**config.mk**
```make
export PLATFORM = sky130hd
export DESIGN_NAME = sram_host
export DESIGN_NICKNAME = d
export VERILOG_FILES = /design/src/design/sram_port_pkg.sv /design/src/design/sram_host.sv
export SDC_FILE = /design/constraint.sdc
export NUM_CORES = 1
export LEC_CHECK = 0
export BUFFER_PORTS_ARGS = -buffer_cell sky130_fd_sc_hd__clkbuf_2
export CAP_MARGIN = 40
export CORE_UTILIZATION = 29
export CTS_CLUSTER_SIZE = 40
export DETAILED_ROUTE_END_ITERATION = 10
export GPL_ROUTABILITY_DRIVEN = 0
export GPL_TIMING_DRIVEN = 0
export PLACE_DENSITY = 0.62
export SETUP_SLACK_MARGIN = 0.15
export SLEW_MARGIN = 0
export SYNTH_ARGS = -nofsm -noshare
export SYNTH_HDL_FRONTEND = slang
export SYNTH_SLANG_ARGS = --single-unit
export TNS_END_PERCENT = 30
```
**constraint.sdc**
```tcl
create_clock -name sys_clk -period 1.9 [get_ports sys_clk]
set_input_delay 0.38 -clock sys_clk [delete_from_list [all_inputs] [get_ports sys_clk]]
set_output_delay 0.38 -clock sys_clk [all_outputs]
set_load 0.03 [all_outputs]
```
**src/design/sram_port_pkg.sv**
```systemverilog
package sram_port_pkg;
	// ************************************************************
	// geometry
	// ************************************************************
	localparam int ADDR_W = 18;
	localparam int DATA_W = 16;
	localparam int LANE_W = 8;
	// ************************************************************
	// timing in ns, fastest grade by default
	// ************************************************************
	localparam int CLK_NS = 10;
	localparam int WRITE_PULSE_NS = 35;
	localparam int SELECT_TO_END_NS = 35;
	localparam int ACCESS_NS = 45;
	// least times round up
	localparam int WRITE_PULSE_CYC = (WRITE_PULSE_NS + CLK_NS - 1) / CLK_NS;
	localparam int SELECT_TO_END_CYC = (SELECT_TO_END_NS + CLK_NS - 1) / CLK_NS;
	// one extra cycle covers the input sampling register
	localparam int ACCESS_CYC = (ACCESS_NS + CLK_NS - 1) / CLK_NS + 1;
	localparam int CNT_W = 4;
	// ************************************************************
	// states
	// ************************************************************
	typedef enum logic [1:0] {
		ST_IDLE = 2'b00,
		ST_READ = 2'b01,
		ST_WRITE = 2'b11,
		ST_DONE = 2'b10
	} state_t;
endpackage : sram_port_pkg

```
**src/design/sram_host.sv**
```systemverilog
// Contract
// - write lasts while selected and strobe low, ends at earliest release
// - write strobe held low at least 35 ns
// - chip selected at least 35 ns before write ends
// - read data valid 45 ns after access start; sample no earlier
module sram_host #(
	parameter int WRITE_CYC = sram_port_pkg::WRITE_PULSE_CYC,
	parameter int READ_CYC = sram_port_pkg::ACCESS_CYC
) (
	// clock and reset
	input wire logic sys_clk,
	input wire logic srst,
	// user request and response
	input wire logic req_valid,
	input wire logic req_write,
	input wire logic [sram_port_pkg::ADDR_W-1:0] req_addr,
	input wire logic [sram_port_pkg::DATA_W-1:0] req_wdata,
	input wire logic [1:0] req_lane_en,
	output logic req_ready,
	output logic rsp_valid,
	output logic [sram_port_pkg::DATA_W-1:0] rsp_rdata,
	// memory pins
	output logic [sram_port_pkg::ADDR_W-1:0] address_lines,
	output logic select_low_active_n,
	output logic select_high_active,
	output logic write_strobe_n,
	output logic output_gate_n,
	output logic low_lane_select_n,
	output logic high_lane_select_n,
	input wire logic [sram_port_pkg::DATA_W-1:0] data_pins_i,
	output logic [sram_port_pkg::DATA_W-1:0] data_pins_o,
	output logic data_pins_oe
);
	// ************************************************************
	// control
	// ************************************************************
	sram_port_pkg::state_t state_q, state_d;
	logic [sram_port_pkg::CNT_W-1:0] cnt_q, cnt_d;
	logic [sram_port_pkg::CNT_W-1:0] wr_last, rd_last;
	logic start, cnt_end;

	assign wr_last = sram_port_pkg::CNT_W'(WRITE_CYC - 1);
	assign rd_last = sram_port_pkg::CNT_W'(READ_CYC - 1);
	assign start = (state_q == sram_port_pkg::ST_IDLE) && req_valid;
	assign cnt_end = (state_q == sram_port_pkg::ST_WRITE) ? (cnt_q == wr_last)
		: (cnt_q == rd_last);

	// next state
	always_comb begin
		state_d = state_q;
		cnt_d = cnt_q;
		case (state_q)
			sram_port_pkg::ST_IDLE: begin
				cnt_d = '0;
				if (req_valid) begin
					state_d = req_write ? sram_port_pkg::ST_WRITE : sram_port_pkg::ST_READ;
				end
			end
			sram_port_pkg::ST_READ, sram_port_pkg::ST_WRITE: begin
				cnt_d = cnt_q + 1'b1;
				if (cnt_end) begin
					state_d = sram_port_pkg::ST_DONE;
				end
			end
			sram_port_pkg::ST_DONE: state_d = sram_port_pkg::ST_IDLE;
			default: state_d = sram_port_pkg::ST_IDLE;
		endcase
	end

	always_ff @(posedge sys_clk) begin
		if (srst) begin
			state_q <= sram_port_pkg::ST_IDLE;
			cnt_q <= '0;
		end else begin
			state_q <= state_d;
			cnt_q <= cnt_d;
		end
	end

	// ************************************************************
	// pin drive
	// ************************************************************
	logic in_write, in_read, busy_d;
	assign in_write = (state_d == sram_port_pkg::ST_WRITE);
	assign in_read = (state_d == sram_port_pkg::ST_READ);
	assign busy_d = in_write || in_read;

	// select and strobe rise together; address and data held all access
	always_ff @(posedge sys_clk) begin
		if (srst) begin
			select_low_active_n <= 1'b1;
			select_high_active <= 1'b0;
			write_strobe_n <= 1'b1;
			output_gate_n <= 1'b1;
			data_pins_oe <= 1'b0;
			low_lane_select_n <= 1'b1;
			high_lane_select_n <= 1'b1;
			address_lines <= '0;
			data_pins_o <= '0;
		end else begin
			select_low_active_n <= !busy_d;
			select_high_active <= busy_d;
			write_strobe_n <= !in_write;
			output_gate_n <= !in_read;
			data_pins_oe <= in_write;
			if (start) begin
				address_lines <= req_addr;
				data_pins_o <= req_wdata;
				low_lane_select_n <= !req_lane_en[0];
				high_lane_select_n <= !req_lane_en[1];
			end else if (!busy_d) begin
				low_lane_select_n <= 1'b1;
				high_lane_select_n <= 1'b1;
			end
		end
	end

	// ************************************************************
	// response
	// ************************************************************
	// unselected lanes float on the pins, so mask them to zero
	logic [sram_port_pkg::LANE_W-1:0] lo_byte, hi_byte;
	assign lo_byte = low_lane_select_n ? '0
		: data_pins_i[sram_port_pkg::LANE_W-1:0];
	assign hi_byte = high_lane_select_n ? '0
		: data_pins_i[sram_port_pkg::DATA_W-1:sram_port_pkg::LANE_W];

	// ready, done pulse and captured read word
	always_ff @(posedge sys_clk) begin
		if (srst) begin
			req_ready <= 1'b0;
			rsp_valid <= 1'b0;
			rsp_rdata <= '0;
		end else begin
			req_ready <= (state_d == sram_port_pkg::ST_IDLE);
			rsp_valid <= (state_q != sram_port_pkg::ST_IDLE) && (state_d == sram_port_pkg::ST_DONE);
			if ((state_q == sram_port_pkg::ST_READ) && cnt_end) begin
				rsp_rdata <= {hi_byte, lo_byte};
			end
		end
	end

	// ************************************************************
	// checks
	// ************************************************************
	// bus ownership: host drives only while writing
	a_no_contention: assert property (@(posedge sys_clk) disable iff (srst)
		!(data_pins_oe && !output_gate_n))
		else $error("bus driven during read");
	a_oe_write: assert property (@(posedge sys_clk) disable iff (srst)
		data_pins_oe == !write_strobe_n)
		else $error("drive enable not matching write");
	a_gate_exclusive: assert property (@(posedge sys_clk) disable iff (srst)
		!(!write_strobe_n && !output_gate_n))
		else $error("gate and strobe both low");

	// write pulse length and its end
	a_write_width: assert property (@(posedge sys_clk) disable iff (srst)
		$fell(write_strobe_n) |-> !write_strobe_n [*4])
		else $error("write pulse short");
	a_write_max: assert property (@(posedge sys_clk) disable iff (srst)
		$fell(write_strobe_n) |-> ##4 write_strobe_n)
		else $error("write pulse not ended");
	a_strobe_end: assert property (@(posedge sys_clk) disable iff (srst)
		$rose(write_strobe_n) |-> $rose(select_low_active_n))
		else $error("select outlived write strobe");
	a_select_write: assert property (@(posedge sys_clk) disable iff (srst)
		!write_strobe_n |-> !select_low_active_n && select_high_active)
		else $error("write without select");

	// write data and address held for the whole access
	a_data_stable: assert property (@(posedge sys_clk) disable iff (srst)
		!write_strobe_n && !$past(write_strobe_n) |-> $stable(data_pins_o) && data_pins_oe)
		else $error("write data moved");
	a_addr_hold: assert property (@(posedge sys_clk) disable iff (srst)
		!select_low_active_n && !$past(select_low_active_n) |-> $stable(address_lines))
		else $error("address moved");
	a_lanes_hold: assert property (@(posedge sys_clk) disable iff (srst)
		!select_low_active_n && !$past(select_low_active_n)
		|-> $stable({low_lane_select_n, high_lane_select_n}))
		else $error("lane selects moved");

	// read gate length, its release and select
	a_read_wait: assert property (@(posedge sys_clk) disable iff (srst)
		$fell(output_gate_n) |-> !output_gate_n [*5])
		else $error("read too short");
	a_read_end: assert property (@(posedge sys_clk) disable iff (srst)
		$fell(output_gate_n) |-> ##6 output_gate_n)
		else $error("read gate not released");
	a_gate_select: assert property (@(posedge sys_clk) disable iff (srst)
		!output_gate_n |-> !select_low_active_n && select_high_active)
		else $error("read gate without select");

	// selects move as a pair and idle state is quiet
	a_select_pair: assert property (@(posedge sys_clk) disable iff (srst)
		select_low_active_n == !select_high_active)
		else $error("select lines disagree");
	a_lanes_idle: assert property (@(posedge sys_clk) disable iff (srst)
		select_low_active_n |-> low_lane_select_n && high_lane_select_n)
		else $error("lanes active while idle");
	a_idle_quiet: assert property (@(posedge sys_clk) disable iff (srst)
		select_low_active_n |-> !data_pins_oe && write_strobe_n && output_gate_n)
		else $error("pins active while deselected");

	// user handshake
	a_ready_idle: assert property (@(posedge sys_clk) disable iff (srst)
		!select_low_active_n |-> !req_ready)
		else $error("ready during access");
	a_rsp_pulse: assert property (@(posedge sys_clk) disable iff (srst)
		rsp_valid |=> !rsp_valid)
		else $error("response longer than one cycle");
endmodule : sram_host

```
; After elaboration in Yosys (flattened, before gate mapping)
; Index checks and enable logic that the tools add are counted.
[classes]
addsub = 1
n_eq_ne = 9
muxes = 11
reduce_logical = 14
[ops]
columns = cell, count
row1 = 8-bit 2-to-1 mux, 2
row2 = "2-bit equality test, second input constant", 4
row3 = 4-bit one-hot mux with 2 select lines, 1
row4 = 2-bit 2-to-1 mux, 3
row5 = 2-bit one-hot mux with 3 select lines, 1
row6 = 1-bit zero test, 5
row7 = "4-bit by 1-bit adder with 4-bit output, second input constant", 1
row8 = "2-bit by 1-bit equality test with 1-bit output, second input constant", 2
row9 = "4-bit by 2-bit equality test with 1-bit output, second input constant", 1
row10 = "4-bit by 3-bit equality test with 1-bit output, second input constant", 1
row11 = 2-bit zero test, 2
row12 = 1-bit 2-to-1 mux, 4
row13 = 2-bit nonzero test, 2
row14 = 1-bit logical AND, 3
row15 = "2-bit inequality test, second input constant", 1
row16 = 2-bit OR reduction, 1
row17 = 1-bit logical OR, 1
[word_totals]
ff_bits = 65
inputBits = 56
output_inout_bits = 59
wordCells = 49

; Logic depth before layout (Yosys ltp)
[depth]
word_depth = 8
depth_mapped = 6
depth_no_buf = 4

; Worst setup path after synthesis
; Ideal clock, no wire load.
[synth_timing]
kind = register to register
start = reg cnt_q[1] (netlist bit)
end = reg rsp_rdata[2] (netlist bit)
setup_ps = 132
arrival_time_ps = 1249
t_required_ps = 1768
path_slack_ps = 519
path_stages_with_launch = 6
path_buffers = 2
synth_period_minus_slack_ps = 1381
cell_sequence = dfxtp_1 -> buf_2 -> or3b_4 -> clkbuf_1 -> o21ai_0 -> a21oi_1
[synth_between]
elab_chain_cells = 3
word_cells_on_any_way = 4
classes_between = 2 x eq/ne / 1 x mux / 1 x reduce/logical
[synth_rtl]
columns = item, line
row1 = from (decl), sram_host.sv:38  ; logic [sram_port_pkg::CNT_W-1:0] cnt_q, cnt_d;
row2 = from (signal assigned), sram_host.sv:76  ; cnt_q <= cnt_d;
row3 = 4-bit by 3-bit equality test with 1-bit output / 4-bit by 2-bit equality test with 1-bit output (equally long branches), "sram_host.sv:46, sram_host.sv:45"
row4 = 1-bit 2-to-1 mux (*), sram_host.sv:45  ; assign cnt_end = (state_q == sram_port_pkg::ST_WRITE) ? (cnt_q == wr_last)
row5 = 1-bit logical AND (*), sram_host.sv:137  ; if ((state_q == sram_port_pkg::ST_READ) && cnt_end) begin
row6 = to (signal assigned), sram_host.sv:138  ; rsp_rdata <= {hi_byte, lo_byte};
row7 = to (decl), sram_host.sv:21  ; output logic [sram_port_pkg::DATA_W-1:0] rsp_rdata,
; Mark *: on every way between the ends. The rest lies on a longest branch, timed or not.
; A chain may end at the register's enable or synchronous reset.

; Worst setup path after layout
[layout_timing]
start = reg cnt_q[1] (netlist bit)
end = reg rsp_rdata[7] (netlist bit)
; Same word-level chain as after synthesis.

==> run metrics <==
Max clock buf depth=2; fin crit period=1.603 ns; DRT iter0 DRCs=around 110; Post-synth EDFFs=0; Yosys reg bits=65; final WL=6644 um; Syn Area/Cell=8.728 um^2; Syn Inst Count=290; Worst setup SP type=register; slowest CP cell=or3b_4; WP data arrival=1.80 ns; CP Class=register to register; Antenna Violating Nets Remaining=0; initial antenna violation count=0; P_leak=~1.5 nW; Die Width=about 95 um; Primary FF master, synth=dfxtp_1; worst hold path class=primary input to register; H-tree depth=3; Power, Total=roughly 3.1 mW; most frequent cells in the layout=clkbuf_2 (114), nand2_1 (70), dfxtp_1 (65); setup ws final=between 0.2 and 0.3 ns; RSZ-0062 raised after global routing=yes; clock sinks=65; Clock Latency Late Sink=between 0.3 and 0.4 ns; vias in the first global route=2,225; number of max-cap violations=0; TritonCTS clock tree=done; I/O Buffers=113; Clock Pin Slew Worst Setup and Hold Paths=0.07 ns; DIE HEIGHT=about 95 um; Clock Skews=0.008484 ns; io pins=115; total CTS buffers=9; fmax=623.7 MHz; Ys Warns=0; GR Util All Layers=14.64%; syn nets=347; Worst VDD drop=about 0.36 mV; setup_tns=0 ns; Crit path largest cell delay=0.45 ns; TritonRoute pass-1 iters=4; root cell of the clock tree=clkbuf_8; max-slew violations=0; FFs w/ async S/R, synth=0%; # hold bufs at CTS=0; Buf/Inv on CP=2; via/cell ratio=4.750; Seq/Total Area, Yosys=51.41%; crit-path max FO=10; pre-CTS worst setup slack=around 0.27 ns; final period utilization=84.38%; P&R area growth vs syn=35.34%; WL/cell=around 13 um; fillers=874; Rel. slew slack=approximately two thirds; power per cell area=approximately 900 mW/mm^2; Crit path max-delay family=simple AND/OR/NAND/NOR gates; final setup fails=0; Slew @ Worst Pin=0.5200 ns; Remaining DRCs=0; Row Count=33; Worst setup EP type=register; synthesized area=0.002531 mm^2; status=finished clean; largest net degree at the start of global routing=12; CP Cell Sequence=buf_2 -> or3b_4 -> clkbuf_1 -> o21ai_0 -> a21oi_1; via count=about 2,500; final hold violation count=0; Unique masters post-synth=40; Final HPWL DP=4878 um; Core ar.=0.008341 mm^2; post-CTS setup buffer count=0; ANT cells=0; starting density of the core=between 30% and 40%; global-route wire length before repair=10,300 um; CP Data Required Time=2.10 ns; grt ovf=0; nets@finish=approximately 470; share of layout cells above drive strength 1=34.84%; commonest non-fill, non-tap cell in the layout=clkbuf_2; die area=0.009106 mm^2
## through the flow
| step | cells | util (%) | hold WS [ns] | cell area [um^2] |
|---|---|---|---|---|
| after detailed placement | 508 | 38.70 | 0.4493 | 3228 |
| after global placement | 508 | 38.70 | 0.4422 | 3228 |
| after global routing | 524 | 41.07 | 0.2575 | 3426 |
| after floorplan | 290 | - | 0.5010 | 2531 |
| final | 524 | 41.07 | 0.2628 | 3426 |
| after CTS | 524 | 41.06 | 0.2448 | 3425 |
## kinds of logic (layout without fill, tap and decap cells)
family | Yosys count | in the layout | share of synthesized area, %
mux | 1 | 1 | 0.3955
flops | 65 | 65 | 51.41
simple gates | 109 | 109 | 22.99
compound gates | 86 | 86 | 19.68
buf+inv | 28 | 157 | 5.042
fa+ha+maj | 1 | 1 | 0.4942
## cell type report
cell class / count / area (um^2) / area share (%)
buffer: 25 / 117.6 / 3.433
clock buffer: 11 / 141.4 / 4.127
clock inverter: 5 / 55.05 / 1.607
inverter: 3 / 11.26 / 0.3287
multi-input combinational: 197 / 1102 / 32.18
sequential: 65 / 1301 / 37.98
tap: 105 / 131.4 / 3.835
timing repair buffer: 113 / 565.5 / 16.51
## registers in the layout, summed over array words and instances, names as in the netlist
name and cells:
write_strobe_n 1, select_high_active 1, data_pins_oe 1, cnt_q 4, address_lines 18, state_q 2, low_lane_select_n 1, rsp_rdata 16
req_ready 1, select_low_active_n 1, data_pins_o 16, high_lane_select_n 1, output_gate_n 1, rsp_valid 1
## synthesized netlist by cell type (2+ instances only)
cell type  count  area [um^2]
buf_4          3        22.52
o21ai_0       16        80.08
a21oi_1       54        270.3
nor3b_1        3        22.52
nor2b_1        3        18.77
a32oi_1        2        17.52
and3b_1        2        17.52
nand2_1       70        262.8
nor2_1         2        7.510
clkbuf_1      12        45.04
buf_2          9        45.04
dfxtp_1       65         1301
nand4b_1      16        140.1
inv_1          3        11.26
a311oi_1       2        17.52
nand3b_1       3        22.52
o21ai_1        2        10.01
## worst paths after layout
| kind | startpoint | endpoint | slack, ns | cells past startpoint |
|---|---|---|---|---|
| hold reg to reg | data_pins_o[6]$_SDFFE_PP0P_ | data_pins_o[6]$_SDFFE_PP0P_ | 0.46 | 2 |
| setup reg to reg | cnt_q[1]$_SDFFE_PP0P_ | rsp_rdata[7]$_SDFFE_PP0P_ | 0.30 | 5 |
| setup / recovery | cnt_q[1]$_SDFFE_PP0P_ | rsp_rdata[7]$_SDFFE_PP0P_ | 0.30 | 5 |
| hold / removal | req_wdata[10] | data_pins_o[10]$_SDFFE_PP0P_ | 0.26 | 3 |
## routing by layer
layer	GRT usage, %	vias to the layer above	share of wire [%]
li1	-	1256	-
met1	17.42	1145	47
met2	24.76	81	46
met3	4.306	7	6.1
met4	5.597	0	1.2
met5	0	-	0
## power by group
group	internal [mW]	switching [mW]	leakage, nW	total (mW)
sequential	1.43	0.0342	0.531	1.46
combinational	0.156	0.302	0.847	0.458
clock	0.638	0.522	0.0953	1.16
total	2.22	0.858	1.47	3.08
## tightest hold or removal path, stage by stage
cell      delay (ns)
clkbuf_2        0.08
nand2_1         0.05
a21oi_1         0.05
## timing repair
item | 4_1_cts | 5_1_grt
endpoints found under the setup margin | 0 | 8
hold endpoints to repair | 0 | 0
resized for setup | 0 | 2
No activity file was read; power rests on OpenSTA's default activity.
